<file path="src/pkg/dsbs_pkg.sv">
package dsbs_pkg;

    // ----------------------------------------------------------------
    // address map
    // ----------------------------------------------------------------
    localparam logic [7:0] DSBS_BITRAM_BASE   = 8'h20;
    localparam logic [7:0] DSBS_BITRAM_LAST   = 8'h2f;
    localparam logic [7:0] DSBS_SFR_BASE      = 8'h80;
    localparam logic [7:0] DSBS_STACK_PTR_ADR = 8'h81;
    localparam logic [7:0] DSBS_STACK_PTR_RST = 8'h07;
    localparam logic [3:0] DSBS_BITSFR_NIB0   = 4'h0;
    localparam logic [3:0] DSBS_BITSFR_NIB8   = 4'h8;
    localparam int         DSBS_BITRAM_MSB    = 6;

    // ----------------------------------------------------------------
    // types
    // ----------------------------------------------------------------
    typedef enum logic [1:0] {
        DSBS_MODE_DIRECT   = 2'b00,
        DSBS_MODE_INDIRECT = 2'b01,
        DSBS_MODE_PUSH     = 2'b10,
        DSBS_MODE_POP      = 2'b11
    } dsbs_mode_e;

    // one access from the execution unit
    typedef struct packed {
        logic       valid;
        dsbs_mode_e mode;
        logic       is_bit;
        logic       write;
        logic [7:0] addr;
        logic [7:0] wdata;
        logic       wbit;
    } dsbs_req_s;

    // steered result toward memory and sfr space
    typedef struct packed {
        logic       ram_en;
        logic       ram_we;
        logic [7:0] ram_addr;
        logic [7:0] ram_wdata;
        logic       sfr_en;
        logic       sfr_we;
        logic [7:0] sfr_addr;
        logic [7:0] sfr_wdata;
        logic       bit_acc;
        logic [2:0] bit_pos;
        logic       bit_refused;
    } dsbs_route_s;

endpackage

</file>
<file path="src/verilog/dsbs_decode.sv">
// ----------------------------------------------------------------
// Summary of operation
// - bytes 0x20-0x2F also give 128 bits
// - bit address is 8*offset plus bit position
// - bit or byte chosen by operand type
// - stack pointer reaches all 256 bytes
// - push writes pointer+1 then increments
// - reset loads stack pointer with 0x07
// - stack depth limited only by 256 bytes
// - direct 0x80-0xFF goes to sfr space
// - bit sfr access only at nibble 0 or 8
// - stack pointer read/write at sfr 0x81
// - indirect above 0x7F reaches upper ram
// ----------------------------------------------------------------
`timescale 1ns/1ps
`default_nettype none

module dsbs_decode (
    // clock and reset
    input  wire logic                 i_mclk,
    input  wire logic                 i_rst,
    // request from execution unit
    input  wire dsbs_pkg::dsbs_req_s  i_req,
    // read data returned by sfr space (other sfrs)
    input  wire logic [7:0]           i_sfr_rdata,
    // steering toward memory and sfrs
    output var dsbs_pkg::dsbs_route_s o_route,
    // stack pointer state and readback
    output logic [7:0]                o_stack_top_pointer,
    output logic [7:0]                o_sfr_rdata
);
    import dsbs_pkg::*;

    // ----------------------------------------------------------------
    // decode
    // ----------------------------------------------------------------
    function automatic logic is_sfr_bitable(input logic [7:0] a);
        is_sfr_bitable = (a[3:0] == DSBS_BITSFR_NIB0) ||
                         (a[3:0] == DSBS_BITSFR_NIB8);
    endfunction

    logic [7:0]  stack_top_pointer_reg;
    logic [7:0]  stack_top_pointer_next;
    dsbs_route_s route_reg;
    dsbs_route_s route_next;

    wire logic       req_direct = i_req.valid &&
                                  (i_req.mode == DSBS_MODE_DIRECT);
    wire logic       req_indir  = i_req.valid &&
                                  (i_req.mode == DSBS_MODE_INDIRECT);
    wire logic       req_push   = i_req.valid &&
                                  (i_req.mode == DSBS_MODE_PUSH);
    wire logic       req_pop    = i_req.valid &&
                                  (i_req.mode == DSBS_MODE_POP);
    // a bit address below 0x80 lives in ram bytes 0x20-0x2f
    wire logic       bit_low    = ~i_req.addr[7];
    wire logic [7:0] bit_byte   = DSBS_BITRAM_BASE +
                                  {4'h0, i_req.addr[DSBS_BITRAM_MSB:3]};
    // high bit addresses name byte (addr & 0xf8) in sfr space
    wire logic [7:0] bit_sfr    = {i_req.addr[7:3], 3'b000};
    wire logic [7:0] byte_adr   = i_req.is_bit ?
                                  (bit_low ? bit_byte : bit_sfr) :
                                  i_req.addr;
    wire logic       to_sfr     = req_direct && byte_adr[7];
    wire logic       bit_bad    = to_sfr && i_req.is_bit &&
                                  !is_sfr_bitable(byte_adr);
    wire logic       hit_sp     = to_sfr && !i_req.is_bit &&
                                  (byte_adr == DSBS_STACK_PTR_ADR);
    // eight-bit sum drops the carry, so 0xff wraps to 0x00
    wire logic [7:0] sp_inc     = stack_top_pointer_reg + 8'h01;
    wire logic [7:0] sp_dec     = stack_top_pointer_reg - 8'h01;

    always_comb begin
        stack_top_pointer_next = stack_top_pointer_reg;
        if (req_push) begin
            stack_top_pointer_next = sp_inc;
        end else if (req_pop) begin
            stack_top_pointer_next = sp_dec;
        end else if (hit_sp && i_req.write) begin
            stack_top_pointer_next = i_req.wdata;
        end
    end

    always_comb begin
        route_next           = '0;
        route_next.bit_acc   = i_req.is_bit && (req_direct);
        route_next.bit_pos   = i_req.addr[2:0];
        route_next.ram_wdata = i_req.wdata;
        route_next.sfr_wdata = i_req.wdata;
        if (req_push) begin
            // full 8-bit pointer, no depth limit below 256 bytes
            route_next.ram_en   = 1'b1;
            route_next.ram_we   = 1'b1;
            route_next.ram_addr = sp_inc;
            route_next.bit_acc  = 1'b0;
        end else if (req_pop) begin
            route_next.ram_en   = 1'b1;
            route_next.ram_addr = stack_top_pointer_reg;
            route_next.bit_acc  = 1'b0;
        end else if (req_indir) begin
            // indirect never reaches sfrs, even above 0x7f
            route_next.ram_en   = 1'b1;
            route_next.ram_we   = i_req.write;
            route_next.ram_addr = i_req.addr;
            route_next.bit_acc  = 1'b0;
        end else if (to_sfr) begin
            route_next.bit_refused = bit_bad;
            route_next.sfr_en   = !bit_bad && !hit_sp;
            route_next.sfr_we   = !bit_bad && !hit_sp && i_req.write;
            route_next.sfr_addr = byte_adr;
        end else if (req_direct) begin
            route_next.ram_en   = 1'b1;
            route_next.ram_we   = i_req.write;
            route_next.ram_addr = byte_adr;
        end
    end

    // ----------------------------------------------------------------
    // registers
    // ----------------------------------------------------------------
    always_ff @(posedge i_mclk) begin
        if (i_rst) begin
            stack_top_pointer_reg <= DSBS_STACK_PTR_RST;
        end else begin
            stack_top_pointer_reg <= stack_top_pointer_next;
        end
    end

    always_ff @(posedge i_mclk) begin
        if (i_rst) begin
            route_reg <= '0;
        end else begin
            route_reg <= route_next;
        end
    end

    logic [7:0] rdata_reg;
    logic       rd_sp_reg;
    always_ff @(posedge i_mclk) begin
        if (i_rst) begin
            rdata_reg <= 8'h00;
            rd_sp_reg <= 1'b0;
        end else begin
            rdata_reg <= stack_top_pointer_reg;
            rd_sp_reg <= hit_sp && !i_req.write;
        end
    end

    assign o_route             = route_reg;
    assign o_stack_top_pointer = stack_top_pointer_reg;
    // sp read returns the value held when the read was taken
    assign o_sfr_rdata         = rd_sp_reg ? rdata_reg : i_sfr_rdata;
endmodule

`default_nettype wire

</file>
<file path="config.mk">
export PLATFORM = sky130hd
export DESIGN_NAME = dsbs_decode
export DESIGN_NICKNAME = d
export VERILOG_FILES = /design/src/pkg/dsbs_pkg.sv /design/src/verilog/dsbs_decode.sv
export SDC_FILE = /design/constraint.sdc
export NUM_CORES = 1
export LEC_CHECK = 0
export ABC_AREA = 1
export BUFFER_PORTS_ARGS = -buffer_cell sky130_fd_sc_hd__buf_2
export CORE_MARGIN = 3
export CORE_UTILIZATION = 50
export DETAILED_ROUTE_END_ITERATION = 10
export GPL_TIMING_DRIVEN = 0
export PLACE_DENSITY = 0.82
export SLEW_MARGIN = 20
export SYNTH_ARGS = -nofsm -noshare
export SYNTH_HDL_FRONTEND = slang
export SYNTH_SLANG_ARGS = --single-unit
export TNS_END_PERCENT = 1
</file>
<file path="constraint.sdc">
create_clock -name i_mclk -period 2.2 [get_ports i_mclk]
set_input_delay 0.44 -clock i_mclk [delete_from_list [all_inputs] [get_ports i_mclk]]
set_output_delay 0.44 -clock i_mclk [all_outputs]
set_load 0.005 [all_outputs]
</file>
After elaboration in Yosys (flattened, before gate mapping) --
Cells that the tools add are included.
Storage, ports and cells: flip-flop bits (word level) 50, latch bits 0, memory bits (writable) 0, ROM bits 0, input bits 32, output and inout port bits 57, logic and storage cells 60, memories kept 0
Operators by class: add/sub/neg operators 3, multiply operators 0, div/mod/pow operators 0, magnitude comparators 0, eq/ne operators 5, shift-type cells 0, muxes and demuxes 13, bitwise operators 1, reductions and logical operators 25
Operators by type and width (number):
- 8-bit two-way mux | 7
- 10-bit two-way mux | 4
- 1-bit logical AND | 14
- 8-bit by 1-bit adder with 8-bit output, second input constant | 1
- 8-bit equality test, second input constant | 1
- 8-bit by 1-bit subtractor with 8-bit output, second input constant | 1
- 6-bit by 4-bit adder with 7-bit output, first input constant | 1
- 1-bit zero test | 5
- 5-bit OR reduction | 1
- 2-bit equality test, second input constant | 2
- 4-bit equality test, second input constant | 1
- 4-bit zero test | 1
- 4-bit OR reduction | 1
- 3-bit nonzero test | 1
- 2-bit by 1-bit equality test with 1-bit output, second input constant | 1
- 2-bit zero test | 1
- 1-bit two-way mux | 2
- 1-bit logical OR | 1
- 1-bit inverter | 1

Longest topological paths before layout --
Gate-level depths: netlist of the first run.
depth in word-level cells 10, gate-level depth with buffers 12, gate-level depth less buffers 12

Worst setup path after synthesis of the first run --
No wires, ideal clock.
kind input-to-reg, from input port i_req[18] in the netlist's numbering, to register stack_top_pointer_reg[4], in the netlist o_stack_top_pointer[4], library setup time 0.113 ns, data arrival time 1.385 ns, slack 0.702 ns, stages on the path 10, cells stage by stage buf_4 > nor2_1 > nand3b_1 > nor2_2 > nand4_4 > nand2_4 > buf_8 > nand2_1 > nand2_1 > nor2_1
Between the ends: cells in the longest elaborated chain, start to end 6, elaborated cells on any way between the ends 8, classes of those cells eq/ne: 1; mux: 1; reduce/logical: 6
Ends and longest elaborated chain:
- start, declared | RTL line dsbs_decode.sv:23 | input wire dsbs_pkg::dsbs_req_s i_req,
- parallel branches: the longest is 3 deep, another holds 8-bit two-way mux
- 1-bit logical AND (*) | RTL line dsbs_decode.sv:67 | wire logic hit_sp = to_sfr && !i_req.is_bit &&
- 1-bit logical AND (*) | RTL line dsbs_decode.sv:79 | end else if (hit_sp && i_req.write) begin
- 3-bit nonzero test (no source line) (*)
- end signal, assigned | RTL line dsbs_decode.sv:125 | stack_top_pointer_reg <= stack_top_pointer_next;
- end, declared | RTL line dsbs_decode.sv:42 | logic [7:0] stack_top_pointer_reg;
Every way passes the cells marked *. A chain may end at the register's enable or synchronous reset.

Worst setup path in the final report of the first run --
from register rd_sp_reg, to output port o_sfr_rdata[4]
Between the ends: cells in the longest elaborated chain, start to end 1
Ends and longest elaborated chain:
- start, declared | RTL line dsbs_decode.sv:138 | logic rd_sp_reg;
- start signal, assigned | RTL line dsbs_decode.sv:145 | rd_sp_reg <= hit_sp && !i_req.write;
- 8-bit two-way mux | RTL line dsbs_decode.sv:152 | assign o_sfr_rdata = rd_sp_reg ? rdata_reg : i_sfr_rdata;
- end, declared | RTL line dsbs_decode.sv:30 | output logic [7:0] o_sfr_rdata
No other way between the ends.

==> results of run 1 <==
[metal layers]
metal	wire length [um]	vias up	global-route usage [%]
met5	0	-	0
met4	133	0	7.11
met3	589	15	4.59
met2	2840	139	37.4
met1	2600	1039	29.0
li1	-	1179	-
[worst max-delay path: stages, from the launching register on]
cell	delay, ns
dfxtp_1	0.31
clkbuf_1	0.34
mux2_2	0.38
buf_2	0.12
[layout by cell type (no fill, tap or decap), drive strengths merged, types with 2 or more instances in the layout]
| master | count |
|---|---|
| ha | 2 |
| buf | 99 |
| o211ai | 2 |
| nand3 | 26 |
| xor2 | 2 |
| nand2 | 58 |
| a21oi | 13 |
| nand4 | 3 |
| clkbuf | 10 |
| inv | 46 |
| mux2 | 8 |
| o2111ai | 2 |
| dfxtp | 50 |
| clkinvlp | 2 |
| nor4 | 2 |
| o21ai | 14 |
| nor2 | 66 |
[worst paths after layout]
check,slack (ns),depth (start not counted),endpoint
hold reg to reg,0.54,2,o_stack_top_pointer[6]
hold / removal,0.35,3,o_route[9]
setup / recovery,0.29,3,o_sfr_rdata[4]
setup reg to reg,0.47,12,o_stack_top_pointer[6]
[power groups by stage]
stage	combinational (W)	sequential (W)	clock, W
after floorplan	0.000171	0.000988	0
after CTS	0.000301	0.000965	0.000664
after detailed placement	0.000298	0.000986	0
after global placement	0.000294	0.000986	0
final	0.000302	0.000965	0.000647
after global routing	0.000337	0.000970	0.000689
[through the flow]
stage | util (%) | worst slack [ns] | std cells
after floorplan | - | 0.702 | 320
after global placement | 64.0 | 0.455 | 458
after detailed placement | 64.0 | 0.425 | 458
after CTS | 66.5 | 0.265 | 466
after global routing | 66.5 | 0.194 | 466
final | 66.5 | 0.289 | 466
[synth_stat cells, types with 3 or more instances]
| cell | number | area share (%) |
|---|---|---|
| a21oi_1 | 11 | 2.3 |
| buf_4 | 10 | 3.2 |
| clkbuf_1 | 5 | 0.80 |
| dfxtp_1 | 50 | 43 |
| inv_1 | 43 | 6.9 |
| inv_2 | 3 | 0.48 |
| mux2_2 | 8 | 3.8 |
| nand2_1 | 53 | 8.5 |
| nand2_2 | 4 | 1.1 |
| nand3_1 | 24 | 5.1 |
| nor2_1 | 59 | 9.4 |
| nor2_2 | 5 | 1.3 |
| o21ai_0 | 14 | 3.0 |
[cells by family after synthesis]
group                    after synthesis  share of synthesized area [%]
adder cells (fa/ha/maj)                2                           1.07
flip-flops                            50                           42.6
multiplexers                           8                           3.84
XOR/XNOR                               2                          0.746
AO/OA/AOI/OAI                         35                           8.69
AND/OR/NAND/NOR                      158                           30.5
buffers and inverters                 64                           12.4
other                                  1                          0.160
[layout make-up]
class / instances / area [um2]
fillers: 411 / 1490
multi-input cells: 206 / 1060
flip-flops and latches: 50 / 1000
repair buffers: 86 / 430
inverters: 46 / 173
plain buffers: 18 / 118
clock buffers: 5 / 68.8
well taps: 52 / 65.1
clock inverters: 3 / 45.0
==> impl_metrics.yaml, run 1 <==
power_and_ir_drop:
  power.leakage_nw: 1.58
  p_int_w: 0.00141
  peakVddDrop_v: 0.000349
  combPwrFrac_pct: 15.8
  power.switching_w: 0.000506
  sequentialPowerShare_pct: 50.4
  pwr-share-clk_pct: 33.8
  cellPowerDensity_nw_per_um2: 648
  power.total_w: 0.00191
  p_sw_share_pct: 26.4
cells_and_area:
  nets: 447
  largest_reg_flops: 33
  final_area_um2: 2960
  drive_gt1_share_pct: 32.6
  antennaDiodeCount: 0
  syn_to_final_growth_pct: 26.0
drt:
  drtPass1Iterations: 5
  antenna_left: 0
  num_vias: 2372
  drt-total-wl_mm: 6.16
  wl_per_cell_um: 13.2
  remaining_drc_errors: 0
  drt_iter0_drc: 203
  drt-vias-per-instance: 5.09
synth:
  synthesis.nets: 354
  netlist_area_um2: 2350
  yosysSeqAreaShare_pct: 42.6
  synth_area_per_cell_um2: 7.34
  synth_flop_cell: "dfxtp_1"
  synth.distinct_cells: 35
  synth_cells: 320
  async_reset_ff_share_pct: 0
  ys_seq_elements: 50
  yosys_warnings: 0
  synth_edf_count: 0
sta:
  relSlewSlack_pct: 62.1
  setup_viol: 0
  clock_skew_ns: 0.00785
  period_needed_ns: 1.91
  holdWs_ns: 0.346
  setup_tns_ns: 0
  worstMarginPinSlew_ns: 0.569
  period_share_pct: 86.9
  hold_viol: 0
  max_freq_mhz: 523
  grt_setup_unrepaired: "no"
  drv_slew: 0
clock_tree:
  cts.path.max_buffers: 2
  cts_sinks: 50
  ctsResizeCount: 0
  cts_tree: "done"
  clock_latency_ns: 0.30
  numCtsBuffers: 5
  hold_buffers: 0
  htree_levels: 2
  cts-root-buf: "clkbuf_8"
  clk_pin_slew_ns: 0.09
  post_cts_buffers: 0
critical_path:
  worstSetupPathType: "flop to output pin"
  cp-start-kind: "flop"
  crit_arrival_ns: 1.47
  r2r_start: "o_stack_top_pointer[0]"
  cp-startpoint: "rd_sp_reg"
  required_ns: 1.76
  worstPathMaxFanout: 8
  crit_path_end_kind: "output pin"
worst_hold_path:
  holdCritPathClass: "input pin to flop"
  hp-start: "i_req[5]"
floorplanning:
  num_io_pins: 89
  row_count: 24
  die_w_um: 74.5
  fp.coreArea_um2: 4440
  die-area_um2: 5550
  start_util_pct: 52.8
  die_h_um: 74.5
global_route:
  grt_pass1_vias: 2100
  grt_pass1_wl_mm: 9.63
  grt_max_degree: 17
  grt.total_usage_pct: 22.4
  grt_antenna_before_repair: 0
  grt_overflow_total: 0
placement:
  gp_congestion: 0.962
  portBuffers: 86
  post_dp_cell_area_um2: 2840
  place_hpwl_mm: 4.67
run:
  max-cap-violations: 0
run_status:
  outcome: "finished, final reports clean"
(Power assumes the default switching activity.)
==> run 2, diff against run 1 <==
--- a/config.mk
+++ b/config.mk
@@ -9,7 +9,8 @@
 export BUFFER_PORTS_ARGS = -buffer_cell sky130_fd_sc_hd__buf_2
+export CORE_ASPECT_RATIO = 1.4
 export CORE_MARGIN = 3
-export CORE_UTILIZATION = 50
+export CORE_UTILIZATION = 23
 export DETAILED_ROUTE_END_ITERATION = 10
 export GPL_TIMING_DRIVEN = 0
-export PLACE_DENSITY = 0.82
+export PLACE_DENSITY = 0.45
 export SLEW_MARGIN = 20
==> constraint.sdc (replaced) <==
create_clock -name i_mclk -period 2.2 [get_ports i_mclk]
set_input_delay 0.33 -clock i_mclk [delete_from_list [all_inputs] [get_ports i_mclk]]
set_output_delay 0.33 -clock i_mclk [all_outputs]
set_load 0.005 [all_outputs]
==> run 2 against run 1 <==
Effect of this change:
- via count shrank 3.1%
- cell area grew 5.3%
- final cell count grew 18%
- sequential share of layout area shrank 1.7 points
- largest cell class unchanged
- largest power group unchanged
- highest routed layer unchanged
==> impl_metrics.yaml, run 2 (synthesis results as in run 1) <==
global_route:
  grt_pass1_wl_mm: 11.7
  grt_pass1_vias: 2231
  grt.total_usage_pct: 13.2
  grt_overflow_total: 0
  grt_max_degree: 16
  grt_antenna_before_repair: 0
placement:
  gp_congestion: 0.876
  placedCellCount: 541
  portBuffers: 86
  place_hpwl_mm: 6.00
cells_and_area:
  stdcell_count: 549
  nets: 447
  mostFrequentLayoutCells: "87 x buf_2, 59 x nor2_1, 53 x nand2_1, 50 x dfxtp_1, 43 x inv_1"
  antennaDiodeCount: 0
  drive_gt1_share_pct: 32.4
  largest_reg_flops: 33
  syn_to_final_growth_pct: 32.6
  layout_commonest_cell: "buf_2"
worst_hold_path:
  hp-start: "i_req[5]"
  whs_endpoint: "o_route[9]"
  holdCritPathClass: "input pin to flop"
  whs_path_depth: 3
floorplanning:
  start_util_pct: 23.6
  die-area_um2: 11500
  die_w_um: 91.4
  fp.coreArea_um2: 9950
  row_count: 43
  die_h_um: 126
  num_io_pins: 89
sta:
  holdWs_ns: 0.246
  worstMarginPinSlew_ns: 0.654
  relSlewSlack_pct: 56.4
  clock_skew_ns: 0.00753
  setup_tns_ns: 0
  period_needed_ns: 1.79
  drv_slew: 0
  hold_viol: 0
  setup_viol: 0
  max_freq_mhz: 559
  grt_setup_unrepaired: "no"
  period_share_pct: 81.4
clock_tree:
  hold_buffers: 0
  clk_pin_slew_ns: 0.07
  cts.path.max_buffers: 2
  htree_levels: 2
  cts_tree: "done"
  ctsResizeCount: 0
  post_cts_buffers: 0
  numCtsBuffers: 5
  cts-root-buf: "clkbuf_16"
  cts_sinks: 50
  clock_latency_ns: 0.30
drt:
  drt_iter0_drc: 115
  drt-total-wl_mm: 7.45
  antenna_left: 0
  drt-vias-per-instance: 4.19
  num_vias: 2299
  wl_per_cell_um: 13.6
  remaining_drc_errors: 0
  drtPass1Iterations: 4
run_status:
  outcome: "finished, final reports clean"
critical_path:
  required_ns: 1.87
  worstPathMaxFanout: 8
  crit_slowest_cell: "mux2_2"
  path_cells: "clkbuf_1 > mux2_2 > buf_2"
  cp-start-kind: "flop"
  r2r_start: "o_stack_top_pointer[0]"
  crit_arrival_ns: 1.46
  r2r_end: "o_stack_top_pointer[6]"
  worstSetupPathType: "flop to output pin"
  crit_path_end_kind: "output pin"
  slowest_delay_ns: 0.39
  rrSetupSlack_ns: 0.46
  r2r_cells: 12
power_and_ir_drop:
  power.total_w: 0.00216
  power.leakage_nw: 1.60
  cellPowerDensity_nw_per_um2: 695
  peakVddDrop_v: 0.000268
run:
  max-cap-violations: 0
[run 2: metal layers]
metal	share of wire [%]	routed length, um	vias to the layer above	global-route usage [%]
met2	50	3720	70	22.9
met4	2.9	218	0	6.13
met5	0	0	-	0
li1	-	-	1187	-
met1	42	3160	1029	15.6
met3	4.7	349	13	2.23
[run 2: layout make-up]
cell class              count  area, um2
fillers                  1105       6840
multi-input cells         206       1060
flip-flops and latches     50       1000
repair buffers             86        430
inverters                  46        173
well taps                 135        169
clock buffers               6        129
plain buffers              18        118
clock inverters             2       37.5
[run 2: through the flow]
stage          utilization (%)  worst slack (ns)  area [um2]
2_1_floorplan                -             0.802        2350
3_3_place_gp              29.6             0.415        2950
3_5_place_dp              29.6             0.408        2950
4_1_cts                   31.3             0.370        3110
5_1_grt                   31.3             0.244        3110
6_report                  31.3             0.410        3110
[run 2: how the worst max path moves through the flow]
stage	start	end
3_3_place_gp	i_rst	rdata_reg[5]
2_1_floorplan	o_stack_top_pointer[0]	o_stack_top_pointer[6]
6_report	rd_sp_reg	o_sfr_rdata[2]
4_1_cts	rd_sp_reg	o_sfr_rdata[4]
5_1_grt	o_stack_top_pointer[0]	o_stack_top_pointer[6]
3_5_place_dp	i_rst	rdata_reg[5]
[run 2: report_power, final]
part / switching (W) / leakage (nW) / internal, W
registers: 0.0000235 / 0.411 / 0.000945
logic: 0.000183 / 1.12 / 0.000125
clock network: 0.000348 / 0.0771 / 0.000537
[run 2: critical path, delay by kind of cell (launching register included)]
kind,cells,cell delay (ns)
multiplexers,1,0.39
buffers and inverters,2,0.47
flip-flops,1,0.30
